### config.mk
export PLATFORM = sky130hd
export DESIGN_NAME = pdm_dma
export DESIGN_NICKNAME = d
export VERILOG_FILES = /design/src/pdm_dma.v /design/src/pdm_arb.v
export VERILOG_INCLUDE_DIRS = /design/src
export SDC_FILE = /design/constraint.sdc
export NUM_CORES = 2
export LEC_CHECK = 0
export BUFFER_PORTS_ARGS = -buffer_cell sky130_fd_sc_hd__buf_4
export CAP_MARGIN = 15
export CORE_MARGIN = 2
export CORE_UTILIZATION = 50
export CTS_CLUSTER_DIAMETER = 60
export DETAILED_ROUTE_END_ITERATION = 8
export GPL_TIMING_DRIVEN = 1
export PLACE_DENSITY = 0.75
export SYNTH_ARGS = -nofsm -noshare
export SYNTH_HDL_FRONTEND = slang
export SYNTH_SLANG_ARGS = --single-unit
### constraint.sdc
create_clock -name pclk -period 6.15 [get_ports pclk]
set_input_delay 1.845 -clock pclk [delete_from_list [all_inputs] [get_ports pclk]]
set_output_delay 1.845 -clock pclk [all_outputs]
set_load 0.01 [all_outputs]
### src/pdm_consts.vh
`ifndef PDM_CONSTS_VH
`define PDM_CONSTS_VH

// ----------------------------------------------------------------
// Register map (word offsets within a channel, byte addresses for shared registers)
// ----------------------------------------------------------------
`define PDM_CH_STRIDE_BIT  5
`define PDM_OFF_CTL        3'h0
`define PDM_OFF_TRIG       3'h1
`define PDM_OFF_STA        3'h2
`define PDM_OFF_STB        3'h3
`define PDM_OFF_PAD        3'h4
`define PDM_OFF_CNT        3'h5
`define PDM_ADDR_COLST     12'h100
`define PDM_ADDR_CHST      12'h104

// ----------------------------------------------------------------
// Control fields
// ----------------------------------------------------------------
`define PDM_CTL_ON         15
`define PDM_CTL_BYTE       14
`define PDM_CTL_TOPER      13
`define PDM_CTL_HALF       12
`define PDM_CTL_DUMMY_PERIPHERAL_WRITE      11
`define PDM_CTL_AM_HI      5
`define PDM_CTL_AM_LO      4
`define PDM_CTL_ONESHOT    0
`define PDM_CTL_PPONG      1
`define PDM_CTL_MASK       16'hF833
`define PDM_AM_POSTINC     2'h0
`define PDM_AM_PERIND      2'h2

// ----------------------------------------------------------------
// Trigger select fields
// ----------------------------------------------------------------
`define PDM_TRIG_FORCE     15
`define PDM_TRIG_SEL_W     7

// ----------------------------------------------------------------
// Reset values
// ----------------------------------------------------------------
`define PDM_RST_REG16      16'h0000
`define PDM_RST_CNT        10'h000
`define PDM_RST_LAST       4'hF

`endif

### src/pdm_dma.v
// The APB interface to the registers and the placing of the registers are this design's own decisions.
`timescale 1ns/10ps
`include "pdm_consts.vh"

module pdm_dma
#(
  parameter NCH = 8
)
(
  // Clock and reset
  input  wire        pclk,
  input  wire        presetn,
  // APB slave
  input  wire        psel,
  input  wire        penable,
  input  wire        pwrite,
  input  wire [11:0] paddr,
  input  wire [31:0] pwdata,
  output reg  [31:0] prdata,
  output reg         pready,
  output reg         pslverr,
  // Peripheral request lines, one-cycle pulses
  input  wire [127:0] dma_req,
  input  wire [15:0]  per_ind_off,
  // Peripheral side of the transfer bus
  output reg  [15:0] per_addr_q,
  output reg  [15:0] per_wdata_q,
  output reg         per_rd_q,
  output reg         per_wr_q,
  output reg         per_byte_q,
  input  wire [15:0] per_rdata,
  input  wire        per_clash,
  // DMA RAM side of the transfer bus
  output reg  [15:0] ram_addr_q,
  output reg  [15:0] ram_wdata_q,
  output reg         ram_rd_q,
  output reg         ram_wr_q,
  output reg         ram_byte_q,
  input  wire [15:0] ram_rdata,
  input  wire        ram_clash,
  // Per-channel transfer interrupt pulses
  output reg  [NCH-1:0] irq_q
);

  // ----------------------------------------------------------------
  // Engine states
  // ----------------------------------------------------------------
  localparam [3:0] S_IDLE  = 4'h1;
  localparam [3:0] S_READ  = 4'h2;
  localparam [3:0] S_WAIT  = 4'h4;
  localparam [3:0] S_WRITE = 4'h8;

  reg  [3:0]  st_q;
  reg  [2:0]  cur_q;
  reg  [3:0]  last_q;

  wire [16*NCH-1:0] ctl_all;
  wire [16*NCH-1:0] trig_all;
  wire [16*NCH-1:0] sta_all;
  wire [16*NCH-1:0] stb_all;
  wire [16*NCH-1:0] pad_all;
  wire [10*NCH-1:0] cnt_all;
  wire [16*NCH-1:0] ptr_all;
  wire [NCH-1:0]    buf_all;
  wire [NCH-1:0]    pend_all;
  wire [NCH-1:0]    pcol_all;
  wire [NCH-1:0]    xcol_all;

  // ----------------------------------------------------------------
  // APB decode
  // ----------------------------------------------------------------
  wire        acc     = psel & penable;
  wire        wr_en   = acc & pwrite & pready;
  wire        ch_area = (paddr[11:8] == 4'h0) && (paddr[4:2] <= `PDM_OFF_CNT)
                        && (paddr[1:0] == 2'h0);
  wire [2:0]  a_ch    = paddr[7:5];
  wire [2:0]  a_reg   = paddr[4:2];
  wire        hit     = ch_area || (paddr == `PDM_ADDR_COLST)
                        || (paddr == `PDM_ADDR_CHST);
  wire        done    = (st_q == S_WRITE);
  wire        col_wr  = wr_en && (paddr == `PDM_ADDR_COLST);

  wire        g_any;
  wire [2:0]  g_idx;

  pdm_arb
  #(
    .N (NCH),
    .W (3)
  )
  u_arb
  (
    .req (pend_all),
    .any (g_any),
    .idx (g_idx)
  );

  // ----------------------------------------------------------------
  // Channels
  // ----------------------------------------------------------------
  genvar i;
  generate
    for (i = 0; i < NCH; i = i + 1)
    begin : g_ch
      reg  [15:0] ctl_q;
      reg         force_q;
      reg  [6:0]  sel_q;
      reg  [15:0] sta_q;
      reg  [15:0] stb_q;
      reg  [15:0] pad_q;
      reg  [9:0]  cnt_q;
      reg  [15:0] ptr_q;
      reg  [9:0]  idx_q;
      reg         buf_q;
      reg         reqp_q;
      reg         pcol_q;
      reg         xcol_q;

      wire        on     = ctl_q[`PDM_CTL_ON];
      wire        me_wr  = wr_en && ch_area && (a_ch == i);
      wire        me_dn  = done && (cur_q == i);
      wire        me_gr  = (st_q == S_IDLE) && g_any && (g_idx == i);
      wire        last   = (idx_q == cnt_q);
      wire [10:0] nxt    = {1'b0, idx_q} + 11'h001;
      wire [10:0] tot    = {1'b0, cnt_q} + 11'h001;
      wire        halfpt = (nxt == {1'b0, tot[10:1]});
      wire [15:0] step   = ctl_q[`PDM_CTL_BYTE] ? 16'h0001 : 16'h0002;
      wire        ppong  = ctl_q[`PDM_CTL_PPONG];
      wire        oneshot = ctl_q[`PDM_CTL_ONESHOT];
      wire [1:0]  amode  = ctl_q[`PDM_CTL_AM_HI:`PDM_CTL_AM_LO];
      wire        req_hit = on && !force_q && dma_req[sel_q];

      always @(posedge pclk or negedge presetn)
      begin
        if (!presetn)
        begin
          ctl_q   <= `PDM_RST_REG16;
          force_q <= 1'b0;
          sel_q   <= 7'h00;
          sta_q   <= `PDM_RST_REG16;
          stb_q   <= `PDM_RST_REG16;
          pad_q   <= `PDM_RST_REG16;
          cnt_q   <= `PDM_RST_CNT;
          ptr_q   <= `PDM_RST_REG16;
          idx_q   <= `PDM_RST_CNT;
          buf_q   <= 1'b0;
          reqp_q  <= 1'b0;
          pcol_q  <= 1'b0;
          xcol_q  <= 1'b0;
          irq_q[i] <= 1'b0;
        end
        else
        begin
          irq_q[i] <= 1'b0;
          if (!on)
          begin
            idx_q  <= `PDM_RST_CNT;
            buf_q  <= 1'b0;
            ptr_q  <= sta_q;
            reqp_q <= 1'b0;
          end
          else if (me_dn)
          begin
            irq_q[i] <= ctl_q[`PDM_CTL_HALF] ? halfpt : last;
            if (last)
            begin
              idx_q <= `PDM_RST_CNT;
              buf_q <= ppong ? ~buf_q : 1'b0;
              ptr_q <= (ppong && !buf_q) ? stb_q : sta_q;
              if (oneshot && (!ppong || buf_q))
                ctl_q[`PDM_CTL_ON] <= 1'b0;
            end
            else
            begin
              idx_q <= nxt[9:0];
              if (amode == `PDM_AM_POSTINC)
                ptr_q <= ptr_q + step;
            end
          end
          if (req_hit)
            reqp_q <= 1'b1;
          else if (me_gr && !force_q)
            reqp_q <= 1'b0;
          if (me_dn && force_q)
            force_q <= 1'b0;
          // Clash flags: set wins over clear
          if (col_wr && !pwdata[8 + i])
            pcol_q <= 1'b0;
          if (col_wr && !pwdata[i])
            xcol_q <= 1'b0;
          if (me_dn && per_wr_q && per_clash)
            pcol_q <= 1'b1;
          if (me_dn && ram_wr_q && ram_clash)
            xcol_q <= 1'b1;
          if (me_wr)
          begin
            case (a_reg)
              `PDM_OFF_CTL:
                ctl_q <= pwdata[15:0] & `PDM_CTL_MASK;
              `PDM_OFF_TRIG:
              begin
                sel_q <= pwdata[`PDM_TRIG_SEL_W-1:0];
                if (pwdata[`PDM_TRIG_FORCE])
                  force_q <= 1'b1;
              end
              `PDM_OFF_STA: sta_q <= pwdata[15:0];
              `PDM_OFF_STB: stb_q <= pwdata[15:0];
              `PDM_OFF_PAD: pad_q <= pwdata[15:0];
              `PDM_OFF_CNT: cnt_q <= pwdata[9:0];
              default: ;
            endcase
          end
        end
      end

      assign ctl_all[16*i +: 16]  = ctl_q;
      assign trig_all[16*i +: 16] = {force_q, 8'h00, sel_q};
      assign sta_all[16*i +: 16]  = sta_q;
      assign stb_all[16*i +: 16]  = stb_q;
      assign pad_all[16*i +: 16]  = pad_q;
      assign cnt_all[10*i +: 10]  = cnt_q;
      assign ptr_all[16*i +: 16]  = ptr_q;
      assign buf_all[i]           = buf_q;
      assign pend_all[i]          = on && !me_dn && (force_q || reqp_q);
      assign pcol_all[i]          = pcol_q;
      assign xcol_all[i]          = xcol_q;
    end
  endgenerate

  // ----------------------------------------------------------------
  // Granted channel view
  // ----------------------------------------------------------------
  wire [15:0] g_ctl  = ctl_all[16*g_idx +: 16];
  wire [15:0] g_pad  = pad_all[16*g_idx +: 16];
  wire [15:0] g_ptr  = ptr_all[16*g_idx +: 16];
  wire [15:0] g_base = buf_all[g_idx] ? stb_all[16*g_idx +: 16] : sta_all[16*g_idx +: 16];
  wire [1:0]  g_am   = g_ctl[`PDM_CTL_AM_HI:`PDM_CTL_AM_LO];
  wire [15:0] g_ram  = (g_am == `PDM_AM_PERIND) ? (g_base + per_ind_off) : g_ptr;
  wire [15:0] c_ctl  = ctl_all[16*cur_q +: 16];
  wire        c_byte = c_ctl[`PDM_CTL_BYTE];
  wire [15:0] c_rd   = c_ctl[`PDM_CTL_TOPER] ? ram_rdata : per_rdata;
  wire [15:0] c_data = c_byte ? {8'h00, c_rd[7:0]} : c_rd;

  // ----------------------------------------------------------------
  // Transfer engine
  // ----------------------------------------------------------------
  // Own bus, CPU never waits for a transfer
  always @(posedge pclk or negedge presetn)
  begin
    if (!presetn)
    begin
      st_q        <= S_IDLE;
      cur_q       <= 3'h0;
      last_q      <= `PDM_RST_LAST;
      per_addr_q  <= 16'h0000;
      per_wdata_q <= 16'h0000;
      per_rd_q    <= 1'b0;
      per_wr_q    <= 1'b0;
      per_byte_q  <= 1'b0;
      ram_addr_q  <= 16'h0000;
      ram_wdata_q <= 16'h0000;
      ram_rd_q    <= 1'b0;
      ram_wr_q    <= 1'b0;
      ram_byte_q  <= 1'b0;
    end
    else
    begin
      case (st_q)
        S_IDLE:
        begin
          if (g_any)
          begin
            st_q       <= S_READ;
            cur_q      <= g_idx;
            per_addr_q <= g_pad;
            ram_addr_q <= g_ram;
            per_byte_q <= g_ctl[`PDM_CTL_BYTE];
            ram_byte_q <= g_ctl[`PDM_CTL_BYTE];
            ram_rd_q   <= g_ctl[`PDM_CTL_TOPER];
            per_rd_q   <= !g_ctl[`PDM_CTL_TOPER];
          end
        end
        S_READ:
        begin
          st_q     <= S_WAIT;
          ram_rd_q <= 1'b0;
          per_rd_q <= 1'b0;
        end
        S_WAIT:
        begin
          st_q   <= S_WRITE;
          if (c_ctl[`PDM_CTL_TOPER])
          begin
            per_wr_q    <= 1'b1;
            per_wdata_q <= c_data;
          end
          else
          begin
            ram_wr_q    <= 1'b1;
            ram_wdata_q <= c_data;
            // Null write only when reading peripheral
            per_wr_q    <= c_ctl[`PDM_CTL_DUMMY_PERIPHERAL_WRITE];
            per_wdata_q <= 16'h0000;
          end
        end
        S_WRITE:
        begin
          st_q     <= S_IDLE;
          per_wr_q <= 1'b0;
          ram_wr_q <= 1'b0;
          last_q   <= {1'b0, cur_q};
        end
        default:
        begin
          st_q     <= S_IDLE;
          per_rd_q <= 1'b0;
          per_wr_q <= 1'b0;
          ram_rd_q <= 1'b0;
          ram_wr_q <= 1'b0;
        end
      endcase
    end
  end

  // ----------------------------------------------------------------
  // APB read path, one wait state
  // ----------------------------------------------------------------
  reg [15:0] rd_mux;

  always @*
  begin
    rd_mux = 16'h0000;
    if (paddr == `PDM_ADDR_COLST)
      rd_mux = {pcol_all, xcol_all};
    else if (paddr == `PDM_ADDR_CHST)
      rd_mux = {buf_all, 4'h0, last_q};
    else if (ch_area)
    begin
      case (a_reg)
        `PDM_OFF_CTL:  rd_mux = ctl_all[16*a_ch +: 16];
        `PDM_OFF_TRIG: rd_mux = trig_all[16*a_ch +: 16];
        `PDM_OFF_STA:  rd_mux = sta_all[16*a_ch +: 16];
        `PDM_OFF_STB:  rd_mux = stb_all[16*a_ch +: 16];
        `PDM_OFF_PAD:  rd_mux = pad_all[16*a_ch +: 16];
        `PDM_OFF_CNT:  rd_mux = {6'h00, cnt_all[10*a_ch +: 10]};
        default:       rd_mux = 16'h0000;
      endcase
    end
  end

  always @(posedge pclk or negedge presetn)
  begin
    if (!presetn)
    begin
      prdata  <= 32'h00000000;
      pready  <= 1'b0;
      pslverr <= 1'b0;
    end
    else if (acc && !pready)
    begin
      pready  <= 1'b1;
      pslverr <= !hit;
      prdata  <= (hit && !pwrite) ? {16'h0000, rd_mux} : 32'h00000000;
    end
    else
    begin
      pready  <= 1'b0;
      pslverr <= 1'b0;
    end
  end

endmodule

### src/pdm_arb.v
`timescale 1ns/10ps

// ----------------------------------------------------------------
// Fixed priority pick, channel 0 highest
// ----------------------------------------------------------------
module pdm_arb
#(
  parameter N = 8,
  parameter W = 3
)
(
  // Requests
  input  wire [N-1:0] req,
  // Grant
  output reg          any,
  output reg  [W-1:0] idx
);

  integer k;

  always @*
  begin
    any = 1'b0;
    idx = {W{1'b0}};
    for (k = N - 1; k >= 0; k = k - 1)
    begin
      if (req[k])
      begin
        any = 1'b1;
        idx = k[W-1:0];
      end
    end
  end

endmodule

# Word level (Yosys, flattened, before mapping)
# Index checks and enable logic that the tools add are counted.
# Widths: inputs -> output; s select.
[word_totals] register_bits=962 elab_cells=913 inputBits=227
[classes] shifts=12 n_mul=1 n_mux=320 reduce_logical=313 addsub=25 eq_ne=83 bitwise=14 magnitude_cmp=10
[ops] cell="$shiftx 128x8->16" n=9
[ops] cell="$mux 16" n=65
[ops] cell="$shiftx 128x8->15" n=2
[ops] cell="$mux 10" n=24
[ops] cell="$mux 1" n=199
[ops] cell="$add 10x1->11 const B" n=16
[ops] cell="$logic_and 1x1->1" n=143
[ops] cell="$reduce_and 2->1" n=68
[ops] cell="$add 16x2->16" n=8
[ops] cell="$pmux 16 s6" n=1
[ops] cell="$eq 11x10->1" n=8
[ops] cell="$eq 10x10->1" n=8
[ops] cell="$shiftx 80x8->10" n=1
[ops] cell="$lt 7x8->1 const B" n=8
[ops] cell="$bmux 1 s7" n=8
[ops] cell="$logic_not 1->1" n=52
[ops] cell="$ne 3x1->1 const B" n=16
[ops] cell="$eq 3x3->1 const B" n=14
[ops] cell="$ne 2x1->1 const B" n=16
[ops] cell="$reduce_bool 2->1" n=16
[ops] cell="$eq 12x9->1 const B" n=2
[ops] cell="$eq 3x2->1 const B" n=8
[ops] cell="$mux 3" n=8
[ops] cell="$logic_not 2->1" n=9
[ops] cell="22 further kinds" n=69

# Depth between registers and ports, before layout
[logic_depth] depth_word=18 mapped_depth=29 ltp_nobuf=24

# Modules after synthesis
# From an unflattened synthesis, not the netlist that was laid out.
[unflattened] cells_unflattened=5732 area_unflattened_um2=63875.0
[modules_own_cells] module="pdm_dma" cells_per_inst=5719 seq_area_each_um2=23679.0 area_each_um2=63794.9 instances=1
[modules_own_cells] module="pdm_arb" cells_per_inst=13 seq_area_each_um2=0.0 area_each_um2=80.1 instances=1

# Worst setup path after synthesis
# No wires, ideal clock.
[synth_path] kind="flip-flop to flip-flop" from="register st_q[2]" to="register ram_addr_q[12]" required_ps=6015 arrival_ps=5902 path_buffers=5 setup_ps=135 slack_ps=113 path_stages_with_launch=28 path_cell_list="dfrtp_1 or4b_4 buf_6 o221a_4 o32a_1 o31a_1 buf_6 o41a_1 buf_2 o22ai_2 o22ai_1 clkbuf_1 buf_2 o41a_1 ha_1 fa_1 a21o_1 a21oi_1 o21bai_1 a21oi_1 o21bai_1 a21oi_1 o21bai_1 a21oi_1 o21ai_0 xor2_1 a21oi_1 o21ai_0"
[synth_via] elab_chain_len=18 elab_cells_between_ends=61 cone_classes="add/sub: 1; eq/ne: 3; shift: 4; mux: 20; reduce/logical: 33"
[synth_rtl] item="start: declaration" line_no="pdm_dma.v:53" rtl="reg [3:0] st_q;"
[synth_rtl] item="start signal: assignment" line_no="pdm_dma.v:252" rtl="st_q <= S_IDLE;"
[synth_rtl] item="start signal: assignment" line_no="pdm_dma.v:273" rtl="st_q <= S_READ;"
[synth_rtl] item="start signal: assignment" line_no="pdm_dma.v:285" rtl="st_q <= S_WAIT;"
[synth_rtl] item="parallel branches: the longest is 18 deep, another holds $eq 4x4->1"
[synth_rtl] item="end signal: assignment" line_no="pdm_dma.v:276" rtl="ram_addr_q <= g_ram;"
[synth_rtl] item="end: declaration" line_no="pdm_dma.v:34" rtl="output reg [15:0] ram_addr_q,"
# Parallel ways; which one is timed is not known. The select of a mux whose other input is x is not followed.
# A chain may end at the register's enable or synchronous reset.

# Worst setup path after layout
[layout_path] from="register st_q[2]" to="register ram_addr_q[15]"
# Same word-level chain as after synthesis.

==> out/results.tsv <==
stage	metric	value	unit
power_and_ir_drop	VDD IR max	0.228	mV
timing	setup TNS	0	ns
placed_design	port buffer count	306	
final_layout	most common cell after layout, fill and taps aside	dfrtp_1	
clock_tree	cts bufs inserted	109	
yosys	sequential fraction of the synthesis area	37.6	%
grt	Tot GR Track Use	40.1	%
grt	initial antenna violation count	24	
drt	drt first pass iters	9	
clock_tree	htree depth	3	
drt	Starting DRT DRC Count	10100	
final_layout	fraction of layout cells with a size suffix above 1	27.6	%
setup_path	Max FO, Critical Path	16	
drt	DR WL/cell	32.8	um
floorplanning	Top Ports	339	
clock_tree	clk slew on worst S/H paths	0.06	ns
clock_tree	CTS sink cnt	946	
yosys	FF+latch count, synth	946	
grt	global-route wire length before repair	383	mm
grt	met2 GRT Util	57.5	%
setup_path	cell seen most often among critical-path stages	buf_4	
grt	largest net degree at the start of global routing	133	
timing	Final Skew	0.0593	ns
setup_path	required time of the worst setup path	6.73	ns
drt	average vias per placed instance	7.24	
floorplanning	Die X-Extent	359	um
hold_path	Cells on Worst Hold Path	2	
floorplanning	total die area	0.129	mm2
timing	relative slew slack	11.9	%
timing	crit share post-route	96.8	%
placed_design	Placed Instance Area	0.0673	mm2
floorplanning	Core Box Area	0.125	mm2
placed_design	pre-CTS setup slack	0.0121	ns
placed_design	GPL Wtd Cong	1.07	
setup_path	RR Endpoint	ram_addr_q[15]	
hold_path	HP Class	reg2reg	
grt	Global Route met3 Usage	16.2	%
final_layout	Post-Layout Cell Count	8079	
placed_design	HPWL Detailed	186	mm
final_layout	fin area	0.0713	mm2
setup_path	CP max-delay cell	or4b_4	
timing	post-route minimum period	5.95	ns
setup_path	max incr delay on CP	0.62	ns
clock_tree	clock tree buffer depth	3	
clock_tree	TritonCTS clock tree	done	
setup_path	cells on worst reg2reg path	28	
yosys	Syn Area/Cell	10.2	um2
final_layout	# fillers	10500	
setup_path	Critical Path End Type	flip-flop	
run	Max-Cap Viols	0	
final_layout	area grow syn2layout	13.1	%
setup_path	R2R Setup Slk	0.20	ns
power_and_ir_drop	P_leak	30.5	nW
drt	routed wire length	265	mm
setup_path	Crit Path Category	reg2reg	
drt	via count	58500	
final_layout	commonest non-fill, non-tap cells in the layout	933 x dfrtp_1, 672 x nand2_1, 596 x mux2_2	
power_and_ir_drop	PwrDens	202	mW/mm2
grt	GR Overflow Total	0	
floorplanning	Die Height	359	um
yosys	Cells after Synth	6186	
final_layout	Layout Nets	6606	
placed_design	Inst Count DP	7856	
yosys	area of the mapped netlist	0.0630	mm2
status	outcome	completed	
clock_tree	clk_lat worst skew	0.78	ns
timing	pins over their slew limit	0	
setup_path	Startpoint Class	flip-flop	
yosys	Syn. warnings	0	
timing	final setup fails	0	
yosys	predominant post-synthesis flop cell	dfrtp_1	
yosys	count of cell types in the netlist	85	
yosys	fraction of registers with async set/reset	100	%
timing	Final Hold Fails	0	
timing	Final WS setup	0.199	ns
timing	RSZ-0062 raised after global routing	yes	
grt	number of global-route vias before repair	55800	
drt	DRC viols	0	
timing	Slew @ Worst Pin	1.32	ns
floorplanning	number of core rows	130	
hold_path	Hold Crit Endpoint	prdata[11]	
clock_tree	clock root buffer	clkbuf_16	
floorplanning	starting density of the core	50.3	%
yosys	Post-synth EDFFs	0	
setup_path	crit path DAT	6.53	ns
setup_path	RR Startpoint	st_q[2]	
timing	fmax	168	MHz
grt	GRT Max-Usage Layer	met2	
drt	ANT nets after route	0	
grt	GRT met1 Usage	49.7	%
hold_path	hold path start	prdata[11]	
-- worst max-delay path by stage --
| stage | start | end | slack [ns] |
|---|---|---|---|
| 2_1_floorplan | st_q[2] | ram_addr_q[12] | 0.11 |
| 3_3_place_gp | st_q[2] | ram_addr_q[12] | 0.13 |
| 3_5_place_dp | st_q[2] | ram_addr_q[12] | 0.01 |
| 4_1_cts | st_q[2] | ram_addr_q[12] | 0.04 |
| 5_1_grt | st_q[2] | ram_addr_q[15] | -0.002 |
| 6_report | st_q[2] | ram_addr_q[15] | 0.20 |
-- routing by layer --
metal	part of all wire, %	vias up
met2	41	5145
met3	15	1270
li1	-	23500
met1	35	28600
met4	8.5	18
met5	0.050	-
-- final cells by class --
type                            count  area [um2]  share of cell area (%)
Clock buffer                      151        3150                    4.41
Timing Repair Buffer              528        4180                    5.87
Sequential cell                   946       23700                    33.2
Clock inverter                     52         598                   0.839
Tap cell                         1650        2060                    2.90
Multi-Input combinational cell   4656       37300                    52.3
Inverter                           80         300                   0.421
Antenna cell                       16        40.0                  0.0562
-- cells by family after synthesis --
family	count (synthesis)	synth area share [%]
XOR/XNOR	360	5.00
buffers and inverters	599	3.73
adder cells (fa/ha/maj)	58	1.26
AND/OR/NAND/NOR	1616	11.5
AO/OA/AOI/OAI	1540	15.2
multiplexers	1066	25.7
other	1	0.00595
flip-flops	946	37.6
-- critical path: cells and delay by family, from the launching register on --
kind,cells,cell delay (ns)
AND/OR/NAND/NOR,5,1.15
AO/OA/AOI/OAI,17,3.07
buffers and inverters,5,0.92
adder cells (fa/ha/maj),1,0.23
flip-flops,1,0.40
-- synthesized netlist by cell type (all sizes together), types with 36 or more instances --
cell,count,area [um2]
nand2,673,2530
nand4,36,225
o21ai,594,2970
clkbuf,411,1540
nor2b,37,231
a21oi,265,1330
xnor2,208,1820
a22oi,75,568
mux2i,87,871
o22ai,204,1280
nand3,177,886
a221oi,82,731
a31oi,45,282
a22o,39,342
and3,87,544
inv,74,278
nor2,347,1300
mux2,596,6710
mux4,383,8630
xor2,152,1330
ha,49,613
buf,108,508
nor3,116,581
dfrtp,941,23500
nand2b,36,225
-- power by group --
| group | switching, mW | internal [mW] |
|---|---|---|
| sequential | 0.0442 | 6.26 |
| clock | 2.93 | 3.90 |
| combinational | 0.827 | 0.465 |
-- state kept, by name (all words and copies together), names as in the netlist, 56 cells and up --
register,flops
g_ch.ptr_q,128
g_ch.stb_q,128
g_ch.ctl_q,72
g_ch.sel_q,56
g_ch.idx_q,80
g_ch.sta_q,128
g_ch.pad_q,128
g_ch.cnt_q,80
-- through the flow --
step	hold WS (ns)	total power, mW	utilization, %
floorplan	0.465	6.97	-
global placement	0.458	7.61	53.7
detailed placement	0.477	7.64	53.7
CTS	0.490	14.4	56.7
global route	0.507	14.7	56.8
finish	0.478	14.4	56.8
-- repair_timing --
action | CTS | global route
setup endpoints to repair | 2 | 5
hold buffers | 0 | 0
setup buffers | 0 | 2
resized for setup | 1 | 22
gates cloned | 0 | 1
pin swaps | 0 | 2
(Power assumes the default switching activity.)
